[src/pcic_consts.svh]
`ifndef PCIC_CONSTS_SVH
`define PCIC_CONSTS_SVH

`define PCIC_PORT_W          8
`define PCIC_ADDR_W          8

`define PCIC_OFS_IRQ_ENABLE  8'h02
`define PCIC_OFS_REFERENCE   8'h03
`define PCIC_OFS_SOURCE_SEL  8'h04
`define PCIC_OFS_CONFIG      8'h05
`define PCIC_OFS_WEAK_BIAS   8'h06
`define PCIC_OFS_IRQ_FLAGS   8'h07
`define PCIC_OFS_CAPTURE     8'h08
`define PCIC_OFS_PORT        8'h09

`define PCIC_CFG_BIT_AUTOINC 5
`define PCIC_CFG_BIT_SDA     4
`define PCIC_CFG_BIT_ADDRPIN 3
`define PCIC_CFG_BIT_OD      2
`define PCIC_CFG_BIT_POL     1

`define PCIC_RST_BYTE        8'h00
`define PCIC_RST_CFG         5'h00

`endif

[src/pcic_pkg.sv]
`default_nettype none

package pcic_pkg;

    typedef struct packed {
        logic auto_increment_off;
        logic sda_edge_limit_off;
        logic address_pin_enable;
        logic open_drain_select;
        logic irq_polarity;
    } pcic_cfg_s;

    typedef struct packed {
        logic       wr;
        logic       rd;
        logic [7:0] addr;
        logic [7:0] wdata;
    } pcic_reg_req_s;

endpackage

`default_nettype wire

[src/pcic_pin_detect.sv]
`timescale 1ns/1ps
`default_nettype none
`include "pcic_consts.svh"

module pcic_pin_detect #(
    parameter int unsigned PINS = `PCIC_PORT_W
) (
    input  wire logic            i_clk,
    input  wire logic            i_sys_rst,
    input  wire logic [PINS-1:0] i_pin_level,
    input  wire logic [PINS-1:0] i_pin_is_input,
    input  wire logic [PINS-1:0] i_enable,
    input  wire logic [PINS-1:0] i_compare_select_bits,
    input  wire logic [PINS-1:0] i_reference_bits,
    output logic      [PINS-1:0] o_cond
);

    logic [PINS-1:0] prev;

    genvar g;
    generate
        for (g = 0; g < PINS; g++) begin : g_pin
            logic armed;
            logic next_prev;

            always_comb begin
                armed     = i_enable[g] & i_pin_is_input[g];
                o_cond[g] = 1'b0;
                next_prev = i_pin_level[g];
                if (armed) begin
                    if (i_compare_select_bits[g]) begin
                        o_cond[g] = i_pin_level[g] ^ i_reference_bits[g];
                    end else begin
                        o_cond[g] = i_pin_level[g] ^ prev[g];
                        // Re-arm on the new level only when an event fires
                        next_prev = o_cond[g] ? i_pin_level[g] : prev[g];
                    end
                end
            end

            always_ff @(posedge i_clk or posedge i_sys_rst) begin
                if (i_sys_rst) begin
                    prev[g] <= 1'b0;
                end else begin
                    prev[g] <= next_prev;
                end
            end

            prev_rearm_a: assert property (@(posedge i_clk) disable iff (i_sys_rst)
                (o_cond[g] && !i_compare_select_bits[g]) |=> (prev[g] == $past(i_pin_level[g])))
                else $error("previous-value reference not updated after event");
        end
    endgenerate

endmodule

`default_nettype wire

[src/pcic_port_change_irq.sv]
`timescale 1ns/1ps
`default_nettype none
`include "pcic_consts.svh"

// Operation
// - Enable bit 1 lets a pin raise change events; 0 blocks it.
// - Reference mode flags a pin whose level differs from its reference bit.
// - Select bit 1 compares to reference, 0 compares to previous level.
// - Enable, reference, select and bias bytes are read/write, zero at reset.
// - Config bit 5 set holds the address pointer; clear lets it advance.
// - Config bit 4 set disables SDA fall limiting; clear applies it.
// - Config bit 3 enables address pins on SPI variant; I2C always uses them.
// - Config bit 1 sets interrupt active level, only when not open-drain.
// - Bias bit enables weak pull-up only on pins set as inputs.
// - Flag bits show which enabled pins caused the interrupt.
// - Flag byte is read-only; writes to it are discarded.
// - While pending, new events set flags but leave the capture byte alone, except in a capture or port read cycle.
// - Interrupt holds until a capture or port read; writes do not clear.
// - Only input pins may generate events; outputs have no effect.
// - Previous-value mode re-arms on the new level after each event.
// - Reference mode condition persists while the mismatch lasts, even after reads.
module pcic_port_change_irq #(
    parameter bit IS_SPI = 1'b0
) (
    input  wire logic                    i_clk,
    input  wire logic                    i_sys_rst,
    input  wire pcic_pkg::pcic_reg_req_s i_reg_req,
    input  wire logic [7:0]              i_pin_level,
    input  wire logic [7:0]              i_pin_is_input,
    output logic      [7:0]              o_reg_rdata,
    output logic                         o_reg_rvalid,
    output logic                         o_irq_out,
    output logic                         o_irq_oe_n,
    output logic      [7:0]              o_weak_pullup_en,
    output logic                         o_auto_increment_off,
    output logic                         o_sda_edge_limit_on,
    output logic                         o_address_pin_enable
);

    // Register file
    logic [7:0]          irq_enable;
    logic [7:0]          reference;
    logic [7:0]          source_sel;
    logic [7:0]          weak_bias;
    pcic_pkg::pcic_cfg_s cfg;
    logic [7:0]          next_irq_enable;
    logic [7:0]          next_reference;
    logic [7:0]          next_source_sel;
    logic [7:0]          next_weak_bias;
    pcic_pkg::pcic_cfg_s next_cfg;

    // Event state
    logic [7:0]          flags;
    logic [7:0]          capture;
    logic [7:0]          next_flags;
    logic [7:0]          next_capture;
    logic [7:0]          cond;
    logic                pending;
    logic                clr;

    // Output stage
    logic [7:0]          next_rdata;
    logic                next_rvalid;
    logic                next_irq_out;
    logic                next_irq_oe_n;
    logic [7:0]          next_pullup;
    logic [7:0]          cfg_byte;

    pcic_pin_detect #(
        .PINS (`PCIC_PORT_W)
    ) u_detect (
        .i_clk                 (i_clk),
        .i_sys_rst             (i_sys_rst),
        .i_pin_level           (i_pin_level),
        .i_pin_is_input        (i_pin_is_input),
        .i_enable              (irq_enable),
        .i_compare_select_bits (source_sel),
        .i_reference_bits      (reference),
        .o_cond                (cond)
    );

    always_comb begin
        cfg_byte = 8'h00;
        cfg_byte[`PCIC_CFG_BIT_AUTOINC] = cfg.auto_increment_off;
        cfg_byte[`PCIC_CFG_BIT_SDA]     = cfg.sda_edge_limit_off;
        cfg_byte[`PCIC_CFG_BIT_ADDRPIN] = cfg.address_pin_enable;
        cfg_byte[`PCIC_CFG_BIT_OD]      = cfg.open_drain_select;
        cfg_byte[`PCIC_CFG_BIT_POL]     = cfg.irq_polarity;
    end

    // Register writes
    always_comb begin
        next_irq_enable = irq_enable;
        next_reference  = reference;
        next_source_sel = source_sel;
        next_weak_bias  = weak_bias;
        next_cfg        = cfg;
        if (i_reg_req.wr) begin
            case (i_reg_req.addr)
                `PCIC_OFS_IRQ_ENABLE: begin
                    next_irq_enable = i_reg_req.wdata;
                end
                `PCIC_OFS_REFERENCE: begin
                    next_reference = i_reg_req.wdata;
                end
                `PCIC_OFS_SOURCE_SEL: begin
                    next_source_sel = i_reg_req.wdata;
                end
                `PCIC_OFS_WEAK_BIAS: begin
                    next_weak_bias = i_reg_req.wdata;
                end
                `PCIC_OFS_CONFIG: begin
                    // Unimplemented bits are simply not stored
                    next_cfg.auto_increment_off = i_reg_req.wdata[`PCIC_CFG_BIT_AUTOINC];
                    next_cfg.sda_edge_limit_off = i_reg_req.wdata[`PCIC_CFG_BIT_SDA];
                    next_cfg.address_pin_enable = i_reg_req.wdata[`PCIC_CFG_BIT_ADDRPIN];
                    next_cfg.open_drain_select  = i_reg_req.wdata[`PCIC_CFG_BIT_OD];
                    next_cfg.irq_polarity       = i_reg_req.wdata[`PCIC_CFG_BIT_POL];
                end
                default: begin
                    // Flag and capture writes are dropped here
                    next_cfg = cfg;
                end
            endcase
        end
    end

    always_ff @(posedge i_clk or posedge i_sys_rst) begin
        if (i_sys_rst) begin
            irq_enable <= `PCIC_RST_BYTE;
            reference  <= `PCIC_RST_BYTE;
            source_sel <= `PCIC_RST_BYTE;
            weak_bias  <= `PCIC_RST_BYTE;
            cfg        <= `PCIC_RST_CFG;
        end else begin
            irq_enable <= next_irq_enable;
            reference  <= next_reference;
            source_sel <= next_source_sel;
            weak_bias  <= next_weak_bias;
            cfg        <= next_cfg;
        end
    end

    // Flags and capture
    always_comb begin
        pending    = |flags;
        clr        = i_reg_req.rd &&
                     (i_reg_req.addr == `PCIC_OFS_CAPTURE || i_reg_req.addr == `PCIC_OFS_PORT);
        // New events win over a clearing read
        next_flags = (flags & ~{8{clr}}) | cond;
        next_capture = capture;
        if ((!pending || clr) && (|cond)) begin
            next_capture = i_pin_level;
        end
    end

    always_ff @(posedge i_clk or posedge i_sys_rst) begin
        if (i_sys_rst) begin
            flags   <= `PCIC_RST_BYTE;
            capture <= `PCIC_RST_BYTE;
        end else begin
            flags   <= next_flags;
            capture <= next_capture;
        end
    end

    // Read data and pins
    always_comb begin
        next_rvalid = i_reg_req.rd;
        next_rdata  = o_reg_rdata;
        if (i_reg_req.rd) begin
            case (i_reg_req.addr)
                `PCIC_OFS_IRQ_ENABLE: next_rdata = irq_enable;
                `PCIC_OFS_REFERENCE:  next_rdata = reference;
                `PCIC_OFS_SOURCE_SEL: next_rdata = source_sel;
                `PCIC_OFS_CONFIG:     next_rdata = cfg_byte;
                `PCIC_OFS_WEAK_BIAS:  next_rdata = weak_bias;
                `PCIC_OFS_IRQ_FLAGS:  next_rdata = flags;
                `PCIC_OFS_CAPTURE:    next_rdata = capture;
                default:              next_rdata = 8'h00;
            endcase
        end
        if (cfg.open_drain_select) begin
            next_irq_out  = 1'b0;
            next_irq_oe_n = !pending;
        end else begin
            next_irq_out  = pending ? cfg.irq_polarity : !cfg.irq_polarity;
            next_irq_oe_n = 1'b0;
        end
        next_pullup = weak_bias & i_pin_is_input;
    end

    always_ff @(posedge i_clk or posedge i_sys_rst) begin
        if (i_sys_rst) begin
            o_reg_rdata      <= 8'h00;
            o_reg_rvalid     <= 1'b0;
            o_irq_out        <= 1'b0;
            o_irq_oe_n       <= 1'b1;
            o_weak_pullup_en <= 8'h00;
        end else begin
            o_reg_rdata      <= next_rdata;
            o_reg_rvalid     <= next_rvalid;
            o_irq_out        <= next_irq_out;
            o_irq_oe_n       <= next_irq_oe_n;
            o_weak_pullup_en <= next_pullup;
        end
    end

    assign o_auto_increment_off = cfg.auto_increment_off;
    assign o_sda_edge_limit_on  = !cfg.sda_edge_limit_off;
    assign o_address_pin_enable = IS_SPI ? cfg.address_pin_enable : 1'b1;

    enable_gate_a: assert property (@(posedge i_clk) disable iff (i_sys_rst)
        (cond & ~irq_enable) == 8'h00)
        else $error("disabled pin raised an event");

    input_only_a: assert property (@(posedge i_clk) disable iff (i_sys_rst)
        (cond & ~i_pin_is_input) == 8'h00)
        else $error("output pin raised an event");

    ref_compare_a: assert property (@(posedge i_clk) disable iff (i_sys_rst)
        ((irq_enable & i_pin_is_input & source_sel) & (cond ^ (i_pin_level ^ reference))) == 8'h00)
        else $error("reference compare mismatch");

    flag_hold_a: assert property (@(posedge i_clk) disable iff (i_sys_rst)
        ((flags & ~next_flags) != 8'h00) |-> clr)
        else $error("flag cleared without capture or port read");

    clear_reload_a: assert property (@(posedge i_clk) disable iff (i_sys_rst)
        clr |=> (flags == $past(cond)))
        else $error("flags after clearing read do not match live condition");

    capture_hold_a: assert property (@(posedge i_clk) disable iff (i_sys_rst)
        (pending && !clr) |=> $stable(capture))
        else $error("capture changed while interrupt pending");

    od_drive_a: assert property (@(posedge i_clk) disable iff (i_sys_rst)
        1'b1 |=> (o_irq_oe_n == ($past(cfg.open_drain_select) && !$past(pending))))
        else $error("interrupt output enable wrong");

    polarity_a: assert property (@(posedge i_clk) disable iff (i_sys_rst)
        !cfg.open_drain_select |=> (o_irq_out == ($past(pending) == $past(cfg.irq_polarity))))
        else $error("driven interrupt level wrong");

    cfg_reserved_a: assert property (@(posedge i_clk) disable iff (i_sys_rst)
        (i_reg_req.rd && i_reg_req.addr == `PCIC_OFS_CONFIG) |=> ((o_reg_rdata & 8'hC1) == 8'h00))
        else $error("unimplemented config bits read nonzero");

    pullup_gate_a: assert property (@(posedge i_clk) disable iff (i_sys_rst)
        1'b1 |=> (o_weak_pullup_en == $past(weak_bias & i_pin_is_input)))
        else $error("pull-up enabled on non-input pin");

endmodule

`default_nettype wire

[config.mk]
export PLATFORM = sky130hd
export DESIGN_NAME = pcic_port_change_irq
export DESIGN_NICKNAME = d
export VERILOG_FILES = /design/src/pcic_pkg.sv /design/src/pcic_pin_detect.sv /design/src/pcic_port_change_irq.sv
export VERILOG_INCLUDE_DIRS = /design/src
export SDC_FILE = /design/constraint.sdc
export NUM_CORES = 1
export LEC_CHECK = 0
export ABC_AREA = 1
export BUFFER_PORTS_ARGS = -buffer_cell sky130_fd_sc_hd__buf_4
export CAP_MARGIN = 30
export CORE_MARGIN = 3
export CORE_UTILIZATION = 39
export DETAILED_ROUTE_END_ITERATION = 8
export PLACE_DENSITY = 0.61
export SLEW_MARGIN = 20
export SYNTH_ARGS = -nofsm -noshare
export SYNTH_HDL_FRONTEND = slang
export SYNTH_SLANG_ARGS = --single-unit
export TNS_END_PERCENT = 100
[constraint.sdc]
create_clock -name i_clk -period 6.3 [get_ports i_clk]
set_clock_uncertainty 0.05 [all_clocks]
set_input_delay 1.26 -clock i_clk [delete_from_list [all_inputs] [get_ports i_clk]]
set_output_delay 1.26 -clock i_clk [all_outputs]
set_load 0.1 [all_outputs]
# --- After elaboration in Yosys (flattened, before gate mapping) ---
# Index checks and enable logic that the tools add are counted.
totals:
  reg_bits: 80
  inputBits: 36
classes:
  eq_ne: 16
  n_mux: 44
  bitwise: 28
  n_reduce_logical: 14
ops:
  columns: ["cell", "n"]
  rows:
  - ["$pmux 8 s7", 1]
  - ["$mux 1", 43]
  - ["$eq 8x3->1 const B", 4]
  - ["$ne 3x3->1 const B", 8]
  - ["$and 8x8->8", 2]
  - ["$eq 8x2->1 const B", 2]
  - ["$eq 8x4->1 const B", 2]
  - ["$reduce_or 8->1", 2]
  - ["$xor 1x1->1", 16]
  - ["$reduce_and 2->1", 5]
  - ["$and 1x1->1", 8]
  - ["$not 8->8", 1]
  - ["$or 8x8->8", 1]
  - ["$logic_not 1->1", 3]
  - ["$logic_and 1x1->1", 2]
  - ["$logic_or 1x1->1", 2]

# --- Logic depth before layout (Yosys ltp) ---
logic_depth:
  word_depth: 6
  ltp_mapped: 11
  depth_no_buf: 11

# --- Modules after synthesis ---
# A second synthesis with hierarchy kept.
hier_totals:
  hier_cells: 518
  area_unflattened_um2: 4125.2
by_module_without_submodules:
  columns: ["module", "n_inst", "cells_per_inst", "area_per_inst_um2"]
  rows:
  - ["pcic_port_change_irq", 1, 406, 3488.3]
  - ["pcic_pin_detect", 1, 112, 636.9]

# --- Worst setup path before layout ---
# No wires, ideal clock.
synth_path:
  path_kind: "input -> register"
  start: "input i_reg_req[15] (netlist name)"
  end: "register weak_bias[0]"
  setup_time_ns: 0.121
  arrival_ns: 2.105
  required_time_ns: 6.129
  setup_slack_ns: 4.023
  stages: 7
  path_cell_list: "nor2_2 > nand3_4 > nor2_4 > nand3_2 > buf_6 > nand2_1 > o21ai_2"
synth_via:
  elab_chain_len: 2
synth_lines:
  columns: ["item", "line_no", "source"]
  rows:
  - ["start, declared", "pcic_port_change_irq.sv:27", "input wire pcic_pkg::pcic_reg_req_s i_reg_req,"]
  - ["$eq 8x3->1", "pcic_port_change_irq.sv:99", "case (i_reg_req.addr)"]
  - ["$reduce_and 2->1 (no line)", null, null]
  - ["end signal, assigned", "pcic_port_change_irq.sv:133", "weak_bias <= `PCIC_RST_BYTE;"]
  - ["end signal, assigned", "pcic_port_change_irq.sv:139", "weak_bias <= next_weak_bias;"]
  - ["end, declared", "pcic_port_change_irq.sv:44", "logic [7:0] weak_bias;"]
# No other way between the ends.
# A chain may end at the register's enable or synchronous reset.

# --- Final worst setup path ---
layout_path:
  start: "register o_irq_oe_n"
  end: "output o_irq_oe_n"
layout_rtl:
  columns: ["item", "line_no", "source"]
  rows:
  - ["start, declared", "pcic_port_change_irq.sv:33", "output logic o_irq_oe_n,"]
  - ["start signal, assigned", "pcic_port_change_irq.sv:204", "o_irq_oe_n <= next_irq_oe_n;"]
# No word-level cell between the ends.

==> out/qor.yml <==
floorplan:
  start_util_pct: 41.0
  die_w_um: 108
  dieHeight_um: 108
  core-area_um2: 9950
  die_area_um2: 11700
  num_rows: 36
  pin_count: 58
place:
  io_buffers: 56
  place.gp.congestion: 0.836
  placed_cell_area_um2: 4580
  dp_hpwl_um: 7040
sta:
  min_period_ns: 2.46
  hold-worst-slack_ns: 0.425
  worstMarginPinSlew_ns: 0.622
  finalCritPeriodShare_pct: 39.1
  slew_headroom_pct: 58.5
  fin_tns_setup_ns: 0
  hold_viol_final: 0
  drv_slew: 0
  setup_viol: 0
  timing.fmax_mhz: 406
  rsz0062_at_grt: "no"
detailed_routing:
  dr.pass1.iters: 4
  num_vias: 3266
  drcViolationCount: 0
  wl_per_cell_um: 13.9
  vias_per_cell: 4.71
  postRouteAntennaNets: 0
  routed_wl_um: 9680
  drtIter0Drc: 201
setup_path:
  path_max_fanout: 1
  cp.arrival_ns: 1.15
  crit_required_ns: 4.99
  slowest_delay_ns: 0.52
  cp_slowest_cell: "dfstp_2"
  end_kind: "primary output"
  critPathKind: "reg -> out"
  critPathLaunchType: "flop"
  cpLargestDelayFamily: "flip-flops"
  crit_path_cell_trace: "buf_4"
  critPathBufInv: 1
grt:
  grt_max_degree: 49
  grt_first_pass_wirelength_um: 16300
  antenna_found_initial: 0
  grt_pass1_vias: 3218
  grt_overflow_total: 0
  grtUsageTotal_pct: 18.1
clock_tree:
  clock-sinks: 80
  post_cts_buffers: 0
  hold_buffers: 0
  htreeDepth: 3
  cts_inserted_buffers: 9
  post_cts_resized: 0
  clockBufferDepth: 2
  root_buffer: "clkbuf_8"
  cts_tree: "done"
  clk_pin_slew_worst_paths_ns: 0.08
  clk_latency_ns: 0.35
final_layout:
  final_nets: 593
  drive_above_1_share_pct: 21.9
  area_delta_synth_final_pct: 16.8
  final_common_cell: "nand2_1"
  design_area_um2: 4760
  insertedDiodeCount: 0
  mostFrequentLayoutCells: "nand2_1, dfrtp_1, inv_1"
logic_synthesis:
  ys_seq_elements: 80
  ys_seq_area_share_pct: 49.1
  yosys_warnings: 0
  avgSynthCellArea_um2: 8.09
  synthCells: 504
  netlist_area_um2: 4080
  syn-num-nets: 540
  ys_types: 28
pwr:
  fin_total_pwr_uw: 1040
  cellLeakagePower_uw: 0.00254
  peakVddDrop_v: 0.0000904
  cellPowerDensity_nw_per_um2: 219
job:
  drv_cap: 0
worst_hold_path:
  hold_class: "reg -> reg"
run_status:
  status: "complete, no violations"
## flip-flops by register name, indices dropped and copies added (netlist names), 8 cells and up
name              cells
capture               8
flags                 8
irq_enable            8
o_reg_rdata           8
o_weak_pullup_en      8
reference             8
source_sel            8
u_detect.prev         8
weak_bias             8
## report_power, final
part           total, µW  internal (µW)  switching (µW)  leakage [µW]
sequential           551            537            13.9       0.00105
combinational        130           40.7            89.2       0.00140
clock                362            182             180     0.0000904
total               1040            759             283       0.00254
## per-stage QoR
step	util, %	setup slack [ns]	instances
floorplan	-	2.94	504
global placement	45.9	3.67	678
detailed placement	46.1	3.61	679
CTS	47.9	3.83	694
global route	47.9	3.80	694
finish	47.9	3.84	694
## metal layers
layer | vias up | share of wire (%) | track usage (%)
li1 | 1672 | - | -
met1 | 1493 | 46 | 25.0
met2 | 85 | 47 | 28.7
met3 | 16 | 5.5 | 3.04
met4 | 0 | 1.9 | 6.49
met5 | - | 0 | 0
## cells in the mapped netlist
cell,number,share of area [%]
o21ai_1,23,2.8
nor2_1,33,3.0
nand4_1,2,0.31
nor2_4,3,0.83
nand3_2,1,0.25
conb_1,1,0.092
o21ai_0,15,1.8
nand2_4,3,0.83
o21ai_2,24,5.2
nor2_8,1,0.49
inv_6,1,0.21
dfrtp_1,79,48
buf_2,1,0.12
nand2_1,151,14
nor2_2,2,0.31
buf_8,1,0.37
or2_4,1,0.21
buf_4,2,0.37
nand3b_1,4,0.74
nor3_4,2,0.80
dfstp_2,1,0.64
buf_6,4,1.1
inv_1,79,7.3
nand2_2,9,1.4
a21oi_1,2,0.25
nand3_1,47,5.8
nand3_4,4,1.7
clkbuf_1,8,0.74
## logic make-up (layout without fill, tap and decap cells)
group | after synthesis | count (layout) | share of synthesized area [%]
buffers and inverters | 96 | 153 | 10.2
AND/OR/NAND/NOR | 263 | 263 | 30.6
other | 1 | 1 | 0.0919
flip-flops | 80 | 80 | 49.1
AO/OA/AOI/OAI | 64 | 64 | 10.1
## worst paths after layout
path,from,depth (start not counted),slack [ns],endpoint
min,capture[0],2,0.43,capture[0]
min reg2reg,capture[0],2,0.43,capture[0]
max reg2reg,flags[2],8,4.63,capture[3]
max in group asynchronous,i_sys_rst,4,4.58,source_sel[3]
min in group asynchronous,i_sys_rst,3,1.01,o_irq_out
max,o_irq_oe_n,1,3.84,o_irq_oe_n
## cell type report
type                            count  area, µm²
Timing Repair Buffer               58        448
Fill cell                         998       5190
Inverter                           80        307
Multi-Input combinational cell    328       1660
Clock buffer                       12        135
Sequential cell                    80       2000
Clock inverter                      3       43.8
Tap cell                          133        166
## worst reg2reg max path: cells and delay by family, from the launching register on
kind | cells | cell delay, ns
buffers and inverters | 2 | 0.24
DFF | 1 | 0.36
and+or+nand+nor | 6 | 0.92
(Power assumes the default switching activity.)
